--- src/vcr_pkg.sv ---
// package: command codes, field layouts and defaults of the config registers
package vcr_pkg;
  localparam logic [7:0]  CMD_MIN_CODE     = 8'ha4;
  localparam logic [7:0]  CMD_VALLEY_LIMIT = 8'hd0;
  localparam logic [7:0]  CMD_TELEM_AVG    = 8'hd1;
  localparam logic [7:0]  CMD_MEAS_VOUT    = 8'hd4;
  localparam logic [7:0]  CMD_TRIM         = 8'hd5;
  localparam logic [7:0]  CMD_EXTRA_FUNC   = 8'hd7;
  localparam logic [7:0]  MIN_CODE_RST     = 8'h00;
  localparam logic [7:0]  VALLEY_NVM_RST   = 8'h08;
  localparam logic [7:0]  VALLEY_MASK      = 8'h0f;
  localparam logic [7:0]  TELEM_AVG_RST    = 8'h50;
  localparam logic [7:0]  TELEM_AVG_MASK   = 8'h73;
  localparam logic [7:0]  TRIM_RST         = 8'h00;
  localparam logic [7:0]  EXTRA_FUNC_RST   = 8'h02;
  localparam logic [7:0]  EXTRA_FUNC_MASK  = 8'h07;
  localparam int          EXTRA_FAST_BIT   = 2;
  localparam int          EXTRA_BRAKE_BIT  = 1;
  localparam int          EXTRA_SOFT_BIT   = 0;
  localparam int          VALLEY_HI        = 3;
  localparam int          PAVG_HI          = 6;
  localparam int          PAVG_LO          = 4;
  localparam int          CVAVG_HI         = 1;
  localparam int          CVAVG_LO         = 0;
  localparam logic [15:0] UNMAPPED_DATA    = 16'h0000;

  typedef struct packed {
    logic        wr;
    logic        rd;
    logic        word;
    logic [7:0]  cmd;
    logic [15:0] data;
  } vcr_req_type;

  typedef struct packed {
    logic       fast_slew;
    logic       body_braking;
    logic       soft_start_slow;
  } vcr_extra_type;
endpackage : vcr_pkg

--- src/vcr_regs.sv ---
// vcr_regs: configuration and telemetry command registers
module vcr_regs
  import vcr_pkg::*;
(
  input  wire logic          clock_i,
  input  wire logic          sys_rst_i,
  input  wire vcr_req_type   req_i,
  input  wire logic          strap_valid_i,
  input  wire logic [3:0]    limit_strap_pin_i,
  input  wire logic [15:0]   measured_output_mantissa_i,
  input  wire logic          code_valid_i,
  input  wire logic [7:0]    code_req_i,
  input  wire logic          status_clear_i,
  output logic [15:0]        rd_data_o,
  output logic               rd_valid_o,
  output logic [7:0]         minimum_output_code_o,
  output logic [3:0]         phase_valley_limit_o,
  output logic [2:0]         power_average_time_o,
  output logic [1:0]         current_voltage_average_time_o,
  output logic [7:0]         output_trim_offset_o,
  output vcr_extra_type      extra_o,
  output logic [7:0]         code_out_o,
  output logic               other_fault_o,
  output logic               vout_status_o,
  output logic               alert_o
);
  logic [7:0]  min_code_r;
  logic [7:0]  valley_r;
  logic [7:0]  telem_r;
  logic [7:0]  trim_r;
  logic [7:0]  extra_r;
  logic        host_wrote_valley_r;
  logic [2:0]  strap_sync_r;
  logic [15:0] meas_r;
  logic [15:0] rd_nxt;
  logic        below_min;

  // elaboration checks: a reset value that its own write mask clears would
  // read back differently after reset than after an equal host write
  if ((VALLEY_NVM_RST & ~VALLEY_MASK) != 8'h00) begin : g_valley_rst_chk
    $error("valley reset value has reserved bits set");
  end
  if ((TELEM_AVG_RST & ~TELEM_AVG_MASK) != 8'h00) begin : g_telem_rst_chk
    $error("averaging reset value has reserved bits set");
  end
  if ((EXTRA_FUNC_RST & ~EXTRA_FUNC_MASK) != 8'h00) begin : g_extra_rst_chk
    $error("extra function reset value has reserved bits set");
  end

  // the strap loads the whole valley field, so both must be equally wide
  if (VALLEY_HI + 1 != $bits(limit_strap_pin_i)) begin : g_valley_fld_chk
    $error("valley field width differs from the strap width");
  end

  // averaging fields must not overlap, and must fit the byte and the outputs
  localparam int PAVG_W  = PAVG_HI - PAVG_LO + 1;
  localparam int CVAVG_W = CVAVG_HI - CVAVG_LO + 1;
  if (PAVG_LO <= CVAVG_HI || PAVG_HI >= $bits(telem_r)) begin : g_avg_fld_chk
    $error("averaging fields overlap or leave the byte");
  end
  if ($bits(power_average_time_o) != PAVG_W ||
      $bits(current_voltage_average_time_o) != CVAVG_W) begin : g_avg_w_chk
    $error("averaging output width differs from its field");
  end

  // a control bit outside the write mask could never be set by the host
  if (!EXTRA_FUNC_MASK[EXTRA_FAST_BIT] || !EXTRA_FUNC_MASK[EXTRA_BRAKE_BIT] ||
      !EXTRA_FUNC_MASK[EXTRA_SOFT_BIT]) begin : g_extra_fld_chk
    $error("extra function bit outside its write mask");
  end

  // a duplicated command code would shadow a register in the read decode
  localparam int         NUM_CMDS = 6;
  localparam logic [7:0] CMD_LIST [NUM_CMDS] = '{CMD_MIN_CODE,
    CMD_VALLEY_LIMIT, CMD_TELEM_AVG, CMD_MEAS_VOUT, CMD_TRIM, CMD_EXTRA_FUNC};
  for (genvar i = 0; i < NUM_CMDS; i++) begin : g_cmd_outer
    for (genvar j = i + 1; j < NUM_CMDS; j++) begin : g_cmd_inner
      if (CMD_LIST[i] == CMD_LIST[j]) begin : g_cmd_chk
        $error("two registers share one command code");
      end
    end
  end

  // strap arrives from a pin; three stages, accept once the last two are both high
  always_ff @(posedge clock_i or posedge sys_rst_i) begin
    if (sys_rst_i) begin
      strap_sync_r <= 3'h0;
    end else begin
      strap_sync_r <= {strap_sync_r[1:0], strap_valid_i};
    end
  end

  always_ff @(posedge clock_i or posedge sys_rst_i) begin
    if (sys_rst_i) begin
      min_code_r <= MIN_CODE_RST;
    end else if (req_i.wr && req_i.cmd == CMD_MIN_CODE) begin
      min_code_r <= req_i.data[7:0];
    end
  end

  // strap level is sampled after reset release, only until the host writes
  always_ff @(posedge clock_i or posedge sys_rst_i) begin
    if (sys_rst_i) begin
      valley_r            <= VALLEY_NVM_RST;
      host_wrote_valley_r <= 1'b0;
    end else if (req_i.wr && req_i.cmd == CMD_VALLEY_LIMIT) begin
      valley_r            <= req_i.data[7:0] & VALLEY_MASK;
      host_wrote_valley_r <= 1'b1;
    end else if (!host_wrote_valley_r && strap_sync_r[2] && strap_sync_r[1])
    begin
      valley_r <= {4'h0, limit_strap_pin_i};
    end
  end

  always_ff @(posedge clock_i or posedge sys_rst_i) begin
    if (sys_rst_i) begin
      telem_r <= TELEM_AVG_RST;
    end else if (req_i.wr && req_i.cmd == CMD_TELEM_AVG) begin
      telem_r <= req_i.data[7:0] & TELEM_AVG_MASK;
    end
  end

  always_ff @(posedge clock_i or posedge sys_rst_i) begin
    if (sys_rst_i) begin
      trim_r <= TRIM_RST;
    end else if (req_i.wr && req_i.cmd == CMD_TRIM) begin
      trim_r <= req_i.data[7:0];
    end
  end

  always_ff @(posedge clock_i or posedge sys_rst_i) begin
    if (sys_rst_i) begin
      extra_r <= EXTRA_FUNC_RST;
    end else if (req_i.wr && req_i.cmd == CMD_EXTRA_FUNC) begin
      extra_r <= req_i.data[7:0] & EXTRA_FUNC_MASK;
    end
  end

  // measured value is registered so a word read is never torn
  always_ff @(posedge clock_i or posedge sys_rst_i) begin
    if (sys_rst_i) begin
      meas_r <= 16'h0000;
    end else begin
      meas_r <= measured_output_mantissa_i;
    end
  end

  always_comb begin
    rd_nxt = UNMAPPED_DATA;
    unique case (req_i.cmd)
      CMD_MIN_CODE:     rd_nxt = {8'h00, min_code_r};
      CMD_VALLEY_LIMIT: rd_nxt = {8'h00, valley_r};
      CMD_TELEM_AVG:    rd_nxt = {8'h00, telem_r};
      CMD_MEAS_VOUT:    rd_nxt = meas_r;
      CMD_TRIM:         rd_nxt = {8'h00, trim_r};
      CMD_EXTRA_FUNC:   rd_nxt = {8'h00, extra_r};
      default:          rd_nxt = UNMAPPED_DATA;
    endcase
    if (!req_i.word) begin
      rd_nxt = {8'h00, rd_nxt[7:0]};
    end
  end

  always_ff @(posedge clock_i or posedge sys_rst_i) begin
    if (sys_rst_i) begin
      rd_data_o  <= 16'h0000;
      rd_valid_o <= 1'b0;
    end else begin
      rd_valid_o <= req_i.rd;
      if (req_i.rd) begin
        rd_data_o <= rd_nxt;
      end
    end
  end

  assign below_min = code_req_i < min_code_r;

  // clamp; a new event wins over a same-cycle clear
  always_ff @(posedge clock_i or posedge sys_rst_i) begin
    if (sys_rst_i) begin
      code_out_o    <= 8'h00;
      other_fault_o <= 1'b0;
      vout_status_o <= 1'b0;
      alert_o       <= 1'b0;
    end else begin
      if (code_valid_i) begin
        code_out_o <= below_min ? min_code_r : code_req_i;
      end
      if (code_valid_i && below_min) begin
        other_fault_o <= 1'b1;
        vout_status_o <= 1'b1;
        alert_o       <= 1'b1;
      end else if (status_clear_i) begin
        other_fault_o <= 1'b0;
        vout_status_o <= 1'b0;
        alert_o       <= 1'b0;
      end
    end
  end

  always_ff @(posedge clock_i or posedge sys_rst_i) begin
    if (sys_rst_i) begin
      minimum_output_code_o          <= MIN_CODE_RST;
      phase_valley_limit_o           <= 4'h0;
      power_average_time_o           <= 3'h0;
      current_voltage_average_time_o <= 2'h0;
      output_trim_offset_o           <= TRIM_RST;
      extra_o                        <= '0;
    end else begin
      minimum_output_code_o          <= min_code_r;
      phase_valley_limit_o           <= valley_r[VALLEY_HI:0];
      power_average_time_o           <= telem_r[PAVG_HI:PAVG_LO];
      current_voltage_average_time_o <= telem_r[CVAVG_HI:CVAVG_LO];
      output_trim_offset_o           <= trim_r;
      extra_o.fast_slew              <= extra_r[EXTRA_FAST_BIT];
      extra_o.body_braking           <= extra_r[EXTRA_BRAKE_BIT];
      extra_o.soft_start_slow        <= extra_r[EXTRA_SOFT_BIT];
    end
  end
endmodule : vcr_regs
--- config.mk ---
export PLATFORM = sky130hd
export DESIGN_NAME = vcr_regs
export DESIGN_NICKNAME = d
export VERILOG_FILES = /design/src/vcr_pkg.sv /design/src/vcr_regs.sv
export SDC_FILE = /design/constraint.sdc
export NUM_CORES = 1
export LEC_CHECK = 0
export BUFFER_PORTS_ARGS = -buffer_cell sky130_fd_sc_hd__clkbuf_2
export CORE_UTILIZATION = 55
export DETAILED_ROUTE_END_ITERATION = 8
export PLACE_DENSITY = 0.84
export REMOVE_ABC_BUFFERS = 1
export SYNTH_ARGS = -nofsm -noshare
export SYNTH_HDL_FRONTEND = slang
export SYNTH_SLANG_ARGS = --single-unit
--- constraint.sdc ---
create_clock -name clock_i -period 4.5 [get_ports clock_i]
set_clock_uncertainty 0.1 [all_clocks]
set_input_delay 0.45 -clock clock_i [delete_from_list [all_inputs] [get_ports clock_i]]
set_output_delay 0.45 -clock clock_i [all_outputs]
set_load 0.01 [all_outputs]
# Yosys cells after proc, flatten, opt, wreduce, memory -nomap -nowiden
# Index checks and enable logic that the tools add are counted.
[classes]
eq_ne = 6
magnitude_cmp = 1
mux = 7
n_reduce_logical = 11
[ops]
columns = ["op", "n"]
rows = [
  ["case mux 16 bit (6 select lines)", 1],
  ["== test 8 bit (second input constant)", 6],
  ["two-way mux 8 bit", 3],
  ["two-way mux 16 bit", 1],
  ["logical AND 1 bit", 8],
  ["less-than comparator 8 bit", 1],
  ["nonzero test 2 bit", 2],
  ["two-way mux 1 bit", 2],
  ["logical NOT 1 bit", 1],
]
[totals]
elab_cells = 45
input_bits = 60
regBits = 106
output_inout_bits = 56

# Depth between registers and ports, before layout
[depth]
word_depth = 5
depth_mapped = 8
depth_no_buf = 7

# Worst setup path after synthesis
# OpenSTA, ideal clock, no wires.
[synth_timing]
kind = "input to register"
from = "input port req_i[19] in the netlist's numbering"
to = "register telem_r[0]"
required_ps = 4275
arrival_time_ps = 1853
setup_ps = 125
cell_stages = 5
slack_ps = 2422
n_path_buf = 1
path_cell_list = "nand2b_4 or3_4 or4_4 buf_6 mux2_4"
[synth_between]
elab_chain_cells = 2
[synth_rtl]
columns = ["item", "line_no", "rtl"]
rows = [
  ["start, declared", "vcr_regs.sv:7", "input wire vcr_req_type req_i,"],
  ["== test 8 bit", "vcr_regs.sv:118", "end else if (req_i.wr && req_i.cmd == CMD_TELEM_AVG) begin"],
  ["logical AND 1 bit", "vcr_regs.sv:118", ""],
  ["end signal, assigned", "vcr_regs.sv:119", "telem_r <= req_i.data[7:0] & TELEM_AVG_MASK;"],
  ["end, declared", "vcr_regs.sv:29", "logic [7:0] telem_r;"],
]
# Every way passes these cells.
# A chain may end at the register's enable or synchronous reset.

# Worst setup path in the final report
[layout_timing]
from = "input port req_i[18] in the netlist's numbering"
to = "register rd_data_o[6]"
[layout_between]
elab_chain_cells = 3
elab_cells_between_ends = 8
cone_classes = "eq/ne (6); mux (2)"
[layout_rtl]
columns = ["item", "line_no", "rtl"]
rows = [
  ["== test 8 bit", "vcr_regs.sv:150", "unique case (req_i.cmd)"],
  ["case mux 16 bit (6 select lines) (*)", "vcr_regs.sv:150", ""],
  ["two-way mux 16 bit (*)", "vcr_regs.sv:159", "if (!req_i.word) begin"],
  ["end signal, assigned", "vcr_regs.sv:171", "rd_data_o <= rd_nxt;"],
  ["end, declared", "vcr_regs.sv:14", "output logic [15:0] rd_data_o,"],
]
# Mark *: on every way between the ends. The rest lies on a longest branch, timed or not.

==> impl_metrics.tcl <==
set metrics [dict create \
    status "finished, final reports clean" \
    grt_pass1_wl_um 13000 \
    vias 2675 \
    core_sq_um 6870 \
    finalPower_mw 1.72 \
    critPathArrivalTime_ns 2.28 \
    place.gp.congestion 0.837 \
    initial_core_util_pct 57.6 \
    critPathLaunchType "input pin" \
    drt_iter0_markers 179 \
    seq_area_frac_synth_pct 64.6 \
    required_ns 4.68 \
    track_usage_pct 23.4 \
    synth_area_sq_um 3960 \
    viasPerCell 5.40 \
    reg2reg_to "code_out_o[3]$_DFFE_PP0P_" \
    switching_share_pct 24.7 \
    cts_tree "done" \
    wirelength_um 8240 \
    synth_area_per_cell_sq_um 13.6 \
    clk_pin_slew_ns 0.10 \
    ant_nets 0 \
    drt-pass1-iter-count 5 \
    ios 116 \
    antenna_found_initial 0 \
    worst-setup-path-type "in -> reg" \
    placed_cells 479 \
    min_path_type "in -> reg" \
    root_buffer "clkbuf_8" \
    ys_seq_elements 102 \
    min_to "meas_r[7]$_DFF_PP0_" \
    cts_max_level 3 \
    finalCriticalPeriod_ns 2.10 \
    synth_top_family_by_area "multiplexers" \
    final.period_utilization_pct 46.6 \
    yosysWarningCount 0 \
    cts_buffers 9 \
    grt_max_degree 66 \
    hold_start "measured_output_mantissa_i[7]" \
    hold_slack_ns 0.0925 \
    grt_remaining_overflow 0 \
    drv_cap 0 \
    die-height_um 86.8 \
    cts_hold_buffers 0 \
    synthXorXnorAreaFrac_pct 0 \
    end_kind "flop" \
    r2r_start "min_code_r[7]$_DFFE_PP0P_" \
    tns_ns 0 \
    die_x_um 86.8 \
    area_growth_pct 19.5 \
    dpl.hpwl_um 5880 \
    drive_gt1_share_pct 40.9 \
    synth_cell_types 43 \
    p_switching_mw 0.426 \
    min_path_cells 1 \
    power_frac_seq_pct 57.9 \
    pwr-share-comb_pct 9.9 \
    cts.repair.resized 0 \
    drv_slew 0 \
    wl_per_cell_um 16.6 \
    portBuffers 107 \
    final-setup-viol-count 0 \
    critPathMaxFanout 18 \
    leakagePower_nw 2.44 \
    num-nets-final 461 \
    worstMarginPinSlew_ns 1.14 \
    post_cts.repair.setup_buffers 0 \
    dieArea_sq_um 7540 \
    hold_viol 0 \
    num_rows 30 \
    worstSkewPairLatency_ns 0.35 \
    cts.sinks 102 \
    drc 0 \
    reg2regPathDepth 7 \
    vdd_drop_max_v 0.000195 \
    fillCellCount 535 \
    synthCells 291 \
    max_freq_ghz 0.476 \
    clkPwrFrac_pct 32.1 \
    n_antenna_cell 0 \
    yosys.area_share.simple_pct 8.22 \
    final_cells 495 \
    grt_pass1_vias 2592 \
    synth.mux.area_fraction_pct 13.0 \
    power_density_nw_per_um2 364 \
    r2r_slack_ns 2.47 \
    slew_headroom_pct 23.6 \
    rsz0062_at_grt "false" \
    synthAdderAreaFrac_pct 2.21 \
    final_area_sq_um 4730 \
    ctsLongestPathBuffers 2 \
    dpl-instance-area_sq_um 4540 \
    internal-power_mw 1.30 \
    synth-compound-area-share_pct 8.69 \
]
-- cell usage after synthesis --
library cell,instances,area share (%)
nor3_1,9,1.1
buf_6,1,0.28
o32a_1,1,0.25
o21ai_0,5,0.63
nand4bb_1,1,0.28
nand2_1,7,0.66
inv_1,12,1.1
nand4_1,1,0.16
nand3_1,3,0.38
a2bb2oi_1,2,0.44
ha_1,7,2.2
nand2b_4,1,0.35
mux2_2,23,6.5
a32oi_1,1,0.22
mux2_4,5,1.9
nor4_1,2,0.32
o2bb2ai_1,5,1.1
or3_4,2,0.57
nand3b_1,2,0.38
a22o_1,8,1.8
o32ai_1,1,0.22
a31oi_1,1,0.16
clkbuf_1,8,0.76
mux2i_1,18,4.6
nand4b_1,1,0.22
nor4_4,1,0.54
or3_1,1,0.16
a21oi_1,22,2.8
buf_4,3,0.57
o22ai_1,1,0.16
and4b_1,1,0.25
nor2_1,18,1.7
a21o_1,1,0.19
nand2b_1,2,0.32
a22oi_1,3,0.57
dfrtp_1,98,62
a211oi_1,1,0.19
nor3b_1,1,0.19
buf_2,4,0.51
or2_2,1,0.16
or4_4,1,0.28
nor2b_1,1,0.16
dfstp_2,4,2.7
-- worst max-delay path by stage --
stage	slack, ns	to	start	depth (start not counted)
finish	2.40	rd_data_o[6]$_DFFE_PP0P_	req_i[18]	5
global route	2.16	rd_data_o[2]$_DFFE_PP0P_	req_i[18]	5
CTS	2.44	rd_data_o[6]$_DFFE_PP0P_	req_i[18]	5
detailed placement	2.08	rd_data_o[6]$_DFFE_PP0P_	req_i[18]	5
global placement	2.11	rd_data_o[0]$_DFFE_PP0P_	req_i[16]	4
floorplan	1.28	alert_o$_DFFE_PP0P_	sys_rst_i	1
-- sequential cells by signal, summed over array words and instances, names as in the netlist --
name / flops
rd_data_o: 16
power_average_time_o: 3
output_trim_offset_o: 8
code_out_o: 8
strap_sync_r: 3
extra_o: 3
alert_o: 1
min_code_r: 8
trim_r: 8
valley_r: 4
minimum_output_code_o: 8
phase_valley_limit_o: 4
meas_r: 16
host_wrote_valley_r: 1
telem_r: 5
rd_valid_o: 1
current_voltage_average_time_o: 2
extra_r: 3
-- cells by family after synthesis --
| kind of cell | count (synthesis) |
|---|---|
| AOI/OAI and AO/OA | 52 |
| adders and majority gates | 7 |
| buffers and inverters | 28 |
| DFF | 102 |
| muxes | 46 |
| and+or+nand+nor | 56 |
-- metal layers --
layer,GRT usage [%],part of all wire (%),vias to the layer above
met5,0,0,-
met4,6.06,0.46,0
met3,6.67,7.4,4
met2,38.8,50,106
met1,30.3,42,1334
li1,-,-,1231
-- power by group through the flow --
stage	combinational [mW]	clock, mW	sequential (mW)
2_1_floorplan	0.0756	0	1.02
3_3_place_gp	0.167	0	1.01
3_5_place_dp	0.173	0	1.02
4_1_cts	0.173	0.566	0.998
5_1_grt	0.190	0.603	1.00
6_report	0.171	0.553	0.997
-- stage by stage --
stage | util [%] | setup slack, ns
2_1_floorplan | - | 1.28
3_3_place_gp | 66.1 | 2.11
3_5_place_dp | 66.1 | 2.08
4_1_cts | 68.8 | 2.44
5_1_grt | 68.8 | 2.16
6_report | 68.8 | 2.40
-- layout make-up --
cell class	count	area (sq um)	share of cell area, %
Clock buffer	9	124	2.62
Clock inverter	7	65.1	1.38
Inverter	12	47.5	1.01
Multi-Input combinational cell	161	1270	26.9
Sequential cell	102	2560	54.1
Tap cell	96	120	2.54
Timing Repair Buffer	108	543	11.5
-- worst max-delay path, stage by stage --
cell and delay, ns:
clkbuf_2 0.32, nand4bb_1 0.21, nor4_1 0.90, a21oi_1 0.20, o2bb2ai_1 0.19
-- cells in the final DEF, fill, tap and decap left out, drive strengths merged, types with 5 or more instances in the layout --
cell	n
mux2	28
nor2	18
o21ai	5
a21oi	22
o2bb2ai	5
clkbuf	116
ha	7
mux2i	18
a22o	8
dfrtp	98
nor3	9
nand2	7
inv	12
No activity file was read; power rests on OpenSTA's default activity.
